### src/include/aiex_pkg.sv
// package: constants and carrier types for the add execute block
package aiex_pkg;

  // opcode fields
  localparam logic [7:0]  LIT_OPC_HI     = 8'h0f;
  localparam logic [5:0]  FILE_OPC_HI6   = 6'h09;
  localparam int          OPC_HI6_POS    = 10;
  localparam int          TGT_SEL_POS    = 9;
  localparam int          REGION_POS     = 8;
  // indexed literal offset window top
  localparam logic [7:0]  ILO_LIMIT      = 8'h5f;
  // access bank split: addresses below 60h map to bank 0, 60h and up to bank 15
  localparam logic [7:0]  ACC_SPLIT      = 8'h60;
  localparam logic [3:0]  ACC_HIGH_BANK  = 4'hf;
  // reset values and last phase
  localparam logic [7:0]  ACC_RST        = 8'h00;
  localparam logic [3:0]  BANK_RST       = 4'h0;
  localparam logic [1:0]  PHASE_RST      = 2'h0;
  localparam logic [1:0]  PHASE_LAST     = 2'h3;
  // status bit positions
  localparam int          ST_C  = 0;
  localparam int          ST_DC = 1;
  localparam int          ST_Z  = 2;
  localparam int          ST_OV = 3;
  localparam int          ST_N  = 4;

  typedef enum logic [1:0] {
    AIEX_OP_NONE,
    AIEX_OP_LIT,
    AIEX_OP_FILE
  } aiex_op_t;

  typedef struct packed {
    logic [7:0] sum;
    logic [4:0] flags;
  } aiex_alu_t;

  typedef struct packed {
    logic [11:0] addr;
    logic [7:0]  data;
    logic        we;
    logic        re;
  } aiex_mem_t;

  typedef struct packed {
    logic [1:0]  phase;
    aiex_op_t    op;
    logic        tgt;
    logic [7:0]  operand;
    logic [7:0]  acc;
    logic [4:0]  status;
    aiex_mem_t   mem;
    logic        busy;
    logic        done;
  } aiex_state_t;

endpackage

### src/hw/aiex_adder.sv
// eight bit adder with status flag generation
`timescale 1ns/1ps
`default_nettype none
module aiex_adder
  import aiex_pkg::*;
(
  input  wire logic [7:0] a,
  input  wire logic [7:0] b,
  output var  aiex_alu_t  res
);
  logic [4:0] low;
  logic [8:0] full;

  always_comb
  begin
    low  = {1'b0, a[3:0]} + {1'b0, b[3:0]};
    full = {1'b0, a} + {1'b0, b};
    res.sum            = full[7:0];
    res.flags          = '0;
    res.flags[ST_C]    = full[8];                        // see RULE_11
    res.flags[ST_DC]   = low[4];                         // see RULE_11
    res.flags[ST_Z]    = (full[7:0] == 8'h00);           // see RULE_11
    res.flags[ST_N]    = full[7];                        // see RULE_11
    // overflow: like-signed operands give an unlike-signed sum
    res.flags[ST_OV]   = (a[7] == b[7]) && (full[7] != a[7]); // see RULE_11
  end
endmodule
`default_nettype wire

### src/hw/aiex_core.sv
// add instruction execute unit: four phase decode, read, process, write
`timescale 1ns/1ps
`default_nettype none
// How it works
// RULE_01 - literal add: immediate byte plus accumulator, result into accumulator
// RULE_02 - file add with target select 0 stores sum in accumulator
// RULE_03 - file add with target select 1 writes sum back to file register
// RULE_04 - region bit 0 addresses access bank, bank select ignored
// RULE_05 - region bit 1 uses bank select register to pick the bank
// RULE_06 - extended set, region 0, address up to 5fh: indexed literal offset
// RULE_07 - file add decoded from top six bits 001001, then d, a, address
// RULE_08 - file add updates negative, overflow, carry, digit carry, zero
// RULE_09 - file add is one word and one instruction cycle
// RULE_10 - cycle has four phases: decode, read, process, write in order
// RULE_11 - flags: carry bit7, digit carry bit3, zero, sign bit, signed overflow
module aiex_core
  import aiex_pkg::*;
(
  input  wire logic        clk,
  input  wire logic        resetn,
  input  wire logic        clk_en,
  input  wire logic [15:0] instr,
  input  wire logic        instr_valid,
  input  wire logic        ext_set_en,
  input  wire logic [3:0]  bank_select_reg,
  input  wire logic [11:0] index_base,
  input  wire logic [7:0]  mem_rdata,
  output logic [11:0]      mem_addr,
  output logic [7:0]       mem_wdata,
  output logic             mem_we,
  output logic             mem_re,
  output logic [7:0]       acc,
  output logic [4:0]       status,
  output logic             busy,
  output logic             done,
  output logic [1:0]       phase
);
  aiex_state_t state;
  aiex_state_t next_state;
  aiex_alu_t   alu;
  logic [7:0]  alu_b;
  logic [7:0]  faddr;
  logic [11:0] ea;

  assign alu_b = (state.op == AIEX_OP_LIT) ? state.operand : mem_rdata;

  aiex_adder u_add
  (
    .a   (state.acc),
    .b   (alu_b),
    .res (alu)
  );

  // effective address of the file operand
  always_comb
  begin
    faddr = instr[7:0];
    if (instr[REGION_POS])
    begin
      ea = {bank_select_reg, faddr};                     // see RULE_05
    end
    else if (ext_set_en && (faddr <= ILO_LIMIT))
    begin
      // offset is added to the index base; wraps inside the 4k space
      ea = index_base + {4'h0, faddr};                   // see RULE_06
    end
    else if (faddr < ACC_SPLIT)
    begin
      ea = {BANK_RST, faddr};                            // see RULE_04
    end
    else
    begin
      ea = {ACC_HIGH_BANK, faddr};                       // see RULE_04
    end
  end

  always_comb
  begin
    next_state           = state;
    next_state.done      = 1'b0;
    next_state.mem.we    = 1'b0;
    next_state.mem.re    = 1'b0;
    case (state.phase)
      2'd0:
      begin
        // decode: only taken at the start of a cycle
        next_state.op = AIEX_OP_NONE;
        if (instr_valid)
        begin
          if (instr[15:8] == LIT_OPC_HI)
          begin
            next_state.op      = AIEX_OP_LIT;            // see RULE_01
            next_state.operand = instr[7:0];
          end
          else if (instr[15:OPC_HI6_POS] == FILE_OPC_HI6)
          begin
            next_state.op       = AIEX_OP_FILE;          // see RULE_07
            next_state.tgt      = instr[TGT_SEL_POS];
            next_state.mem.addr = ea;
            next_state.mem.re   = 1'b1;
          end
        end
        next_state.busy  = (next_state.op != AIEX_OP_NONE);
        next_state.phase = 2'd1;                         // see RULE_10
      end
      2'd1:
      begin
        // read: literal already held, file data returned now
        if (state.op == AIEX_OP_FILE)
        begin
          next_state.operand = mem_rdata;
        end
        next_state.phase = 2'd2;                         // see RULE_10
      end
      2'd2:
      begin
        // process: sum and flags registered for the write phase
        if (state.op != AIEX_OP_NONE)
        begin
          next_state.mem.data = alu_b + state.acc;
          next_state.status   = alu.flags;               // see RULE_08
        end
        next_state.phase = PHASE_LAST;                   // see RULE_10
      end
      default:
      begin
        // write: destination updated, instruction ends in this cycle
        case (state.op)
          AIEX_OP_LIT:
          begin
            next_state.acc = state.mem.data;             // see RULE_01
          end
          AIEX_OP_FILE:
          begin
            if (state.tgt)
            begin
              next_state.mem.we = 1'b1;                  // see RULE_03
            end
            else
            begin
              next_state.acc = state.mem.data;           // see RULE_02
            end
          end
          default:
          begin
            next_state.acc = state.acc;
          end
        endcase
        next_state.done  = (state.op != AIEX_OP_NONE);   // see RULE_09
        next_state.busy  = 1'b0;
        next_state.phase = PHASE_RST;
      end
    endcase
  end

  // operand register holds memory data after phase 1, but alu_b takes mem_rdata directly for file adds
  always_ff @(posedge clk)
  begin
    if (!resetn)
    begin
      state          <= '0;
      state.op       <= AIEX_OP_NONE;
      state.acc      <= ACC_RST;
      state.phase    <= PHASE_RST;
    end
    else if (clk_en)
    begin
      state <= next_state;
    end
  end

  assign mem_addr  = state.mem.addr;
  assign mem_wdata = state.mem.data;
  assign mem_we    = state.mem.we;
  assign mem_re    = state.mem.re;
  assign acc       = state.acc;
  assign status    = state.status;
  assign busy      = state.busy;
  assign done      = state.done;
  assign phase     = state.phase;
endmodule
`default_nettype wire

### config.mk
export PLATFORM = sky130hd
export DESIGN_NAME = aiex_core
export DESIGN_NICKNAME = d
export VERILOG_FILES = /design/src/include/aiex_pkg.sv /design/src/hw/aiex_adder.sv /design/src/hw/aiex_core.sv
export SDC_FILE = /design/constraint.sdc
export NUM_CORES = 1
export LEC_CHECK = 0
export BUFFER_PORTS_ARGS = -buffer_cell sky130_fd_sc_hd__buf_2
export CAP_MARGIN = 10
export CORE_ASPECT_RATIO = 0.9
export CORE_MARGIN = 5
export CORE_UTILIZATION = 45
export CTS_BUF_LIST = sky130_fd_sc_hd__clkbuf_8 sky130_fd_sc_hd__clkbuf_16
export DETAILED_ROUTE_END_ITERATION = 7
export PLACE_DENSITY = 0.7
export SLEW_MARGIN = 20
export SYNTH_ARGS = -nofsm -noshare
export SYNTH_HDL_FRONTEND = slang
export SYNTH_SLANG_ARGS = --single-unit
### constraint.sdc
create_clock -name clk -period 4.55 [get_ports clk]
set_input_delay 0.455 -clock clk [delete_from_list [all_inputs] [get_ports clk]]
set_output_delay 0.455 -clock clk [all_outputs]
set_load 0.05 [all_outputs]
==> results.toml <==
[global_route]
busiest_layer = "met2"
grt_pass1_wl_um = 14100
antenna_found_initial = 0
grt_util_met3_pct = 3.50
grt_use_total_pct = 18.5
grt_max_degree = 29
grt-ovfl-total = 0
grt_util_met2_pct = 28.4
met1_usage_pct = 25.6
grt_pass1_vias = 2889

[synthesis]
yosysUniqueCellTypes = 58
synth_nets = 475
ys.flop_type = "dfxtp_1"
synth_async_sr_flop_share_pct = 0
synth_warnings = 0
ys_seq_area_share_pct = 29.0
syn_area_mm2 = 0.00338
syn_avg_cell_area_um2 = 8.37
synth-edff-count = 0
syn_inst = 404
ys_ff_latch = 49

[detailed_routing]
vias = 3001
drc = 0
drt_iter0_drc = 112
routed_wirelength_um = 8380
dr.pass1.iters = 4
avgViaCountPerCell = 5.54
antenna_left = 0
routedWlPerCell_um = 15.5

[timing]
post-route-min-period_ns = 2.85
tightest_slew_ns = 1.07
drv_slew = 0
finalSetupViolCount = 0
relSlewSlack_pct = 28.8
fin_skew_ns = 0.00735
worst_slack_ns = 1.70
hold_ws_ns = 0.427
rsz0062_at_grt = "false"
fmax_ghz = 0.350
hold_violations = 0
post-route-period-util_pct = 62.7
final.setup.tns_ns = 0

[clock_tree]
clockBufferDepth = 2
clock-sinks = 49
cts_root_buffer = "clkbuf_8"
cts_tree = "built"
cts_hold_buf = 0
clkTransAtPathRegs_ns = 0.10
post_cts_buffers = 0
h-tree-depth = 2
post_cts_resized = 0
cts_made_buffers = 5
insertion_delay_ns = 0.31

[power_and_ir_drop]
switchingPower_uw = 265
p_leak_uw = 0.00166
pwr-share-clk_pct = 34.3
ir_drop_mv = 0.109
power.density_mw_per_mm2 = 251
finalPower_uw = 932
p_int_uw = 667
switching_share_pct = 28.4
pwr-share-comb_pct = 18.2
seq_power_share_pct = 47.5

[final_layout]
ff_latch_area_um2 = 981
diodes = 0
mostFrequentLayoutCells = "buf_2, dfxtp_1, nor2_1"
nFillCells = 742
syn_to_final_growth_pct = 9.70
drive_gt1_share_pct = 24.4
multi_input_area_mm2 = 0.00199
final_cells = 542
layout_commonest_cell = "buf_2"
nNetsFinal = 516

[hold_path]
min_path_type = "primary input to flop"

[die]
core_region_area_mm2 = 0.00743
dieArea_mm2 = 0.00935
start_util_pct = 45.5
die_h_um = 92.2
rows = 30
chipWidth_um = 101
boundaryPins = 84

[placed_design]
portBuffers = 83
pre_cts_ws_ns = 1.72
place_hpwl_um = 6500
place_inst = 534
gp_congestion = 0.910

[worst_setup_path]
path_max_fanout = 8
cp.required_ns = 4.79
cp-start-kind = "flop"
crit_arrival_ns = 3.09
worst_setup_path_end_kind = "flop"
path_class = "flop to flop"

[outcome]
status = "complete, no violations"

[job]
maxCapViolCount = 0
metrics by stage:
stage	instance area, µm²	util (%)
after floorplan	3380	-
after global placement	3600	48.4
after detailed placement	3600	48.4
after CTS	3710	49.9
after global routing	3710	49.9
final	3710	49.9
flip-flops by register name, summed over array words and instances (netlist names):
register	count
phase	2
mem_re	1
busy	1
mem_addr	12
mem_wdata	7
mem_we	1
acc	8
status	5
state	11
done	1
power groups by stage:
stage	registers, µW	clock network (µW)	logic (µW)
2_1_floorplan	451	0	119
3_3_place_gp	452	0	164
3_5_place_dp	453	0	168
4_1_cts	443	327	169
5_1_grt	444	343	190
6_report	443	319	170
cell type report:
class,instances,share of cell area [%]
multi-input cells,283,53.7
flip-flops and latches,49,26.5
inverters,22,2.23
clock inverters,3,1.15
repair buffers,84,11.4
well taps,96,3.24
clock buffers,5,1.86
worst paths after layout:
check	to	from	slack, ns	depth (start not counted)
worst max-delay path	status[2]$_SDFFE_PN0P_	state[47]$_SDFFE_PN0P_	1.70	9
worst min-delay path	state[45]$_SDFFE_PN0P_	instr[9]	0.43	3
worst max register to register	status[2]$_SDFFE_PN0P_	state[47]$_SDFFE_PN0P_	1.70	9
worst min register to register	busy$_SDFFE_PN0P_	busy$_SDFFE_PN0P_	0.46	2
Yosys cell counts, types with 4 or more instances:
cell type  count  area [µm²]
nor3_1         7        35.0
a21o_1         4        30.0
a31oi_1        4        25.0
a211o_1        4        35.0
a22oi_1        6        45.0
buf_4         35         263
nand2_1       31         116
o21a_1         8        60.1
or3_1          4        25.0
nand2b_1       4        25.0
a311oi_1       5        43.8
ha_1          24         300
o21ai_0       13        65.1
a211oi_1      11        82.6
a21oi_1       25         125
inv_1         22        82.6
nand3_1       10        50.1
xnor2_1        4        35.0
o211a_1        5        50.1
nor2_1        43         161
mux2_2         8        90.1
clkbuf_1      14        52.6
dfxtp_1       49         981
o211ai_1       6        45.0
mux2i_1       12         120
kinds of logic (layout without fill, tap and decap cells):
family	after synthesis	count (layout)	synth area share, %
buffers and inverters	72	114	12.1
muxes	20	20	6.22
xor gates and xnor gates	5	5	1.30
DFF	49	49	29.0
adders and majority gates	26	26	10.1
and+or+nand+nor	123	123	18.0
AOI/OAI and AO/OA	109	109	23.3
routing by layer:
layer / share of wire (%) / vias to the layer above
li1: - / 1496
met1: 47 / 1424
met2: 46 / 73
met3: 5.6 / 8
met4: 1.4 / 0
met5: 0 / -
worst max-delay path: stages, from the launching register on:
cell     delay (ns)
dfxtp_1        0.33
inv_1          0.08
ha_1           0.37
mux2_2         0.40
ha_1           0.30
a211o_1        0.32
and4_1         0.24
or3_1          0.37
a21bo_2        0.22
o21ai_0        0.17
No activity file was read; power rests on OpenSTA's default activity.
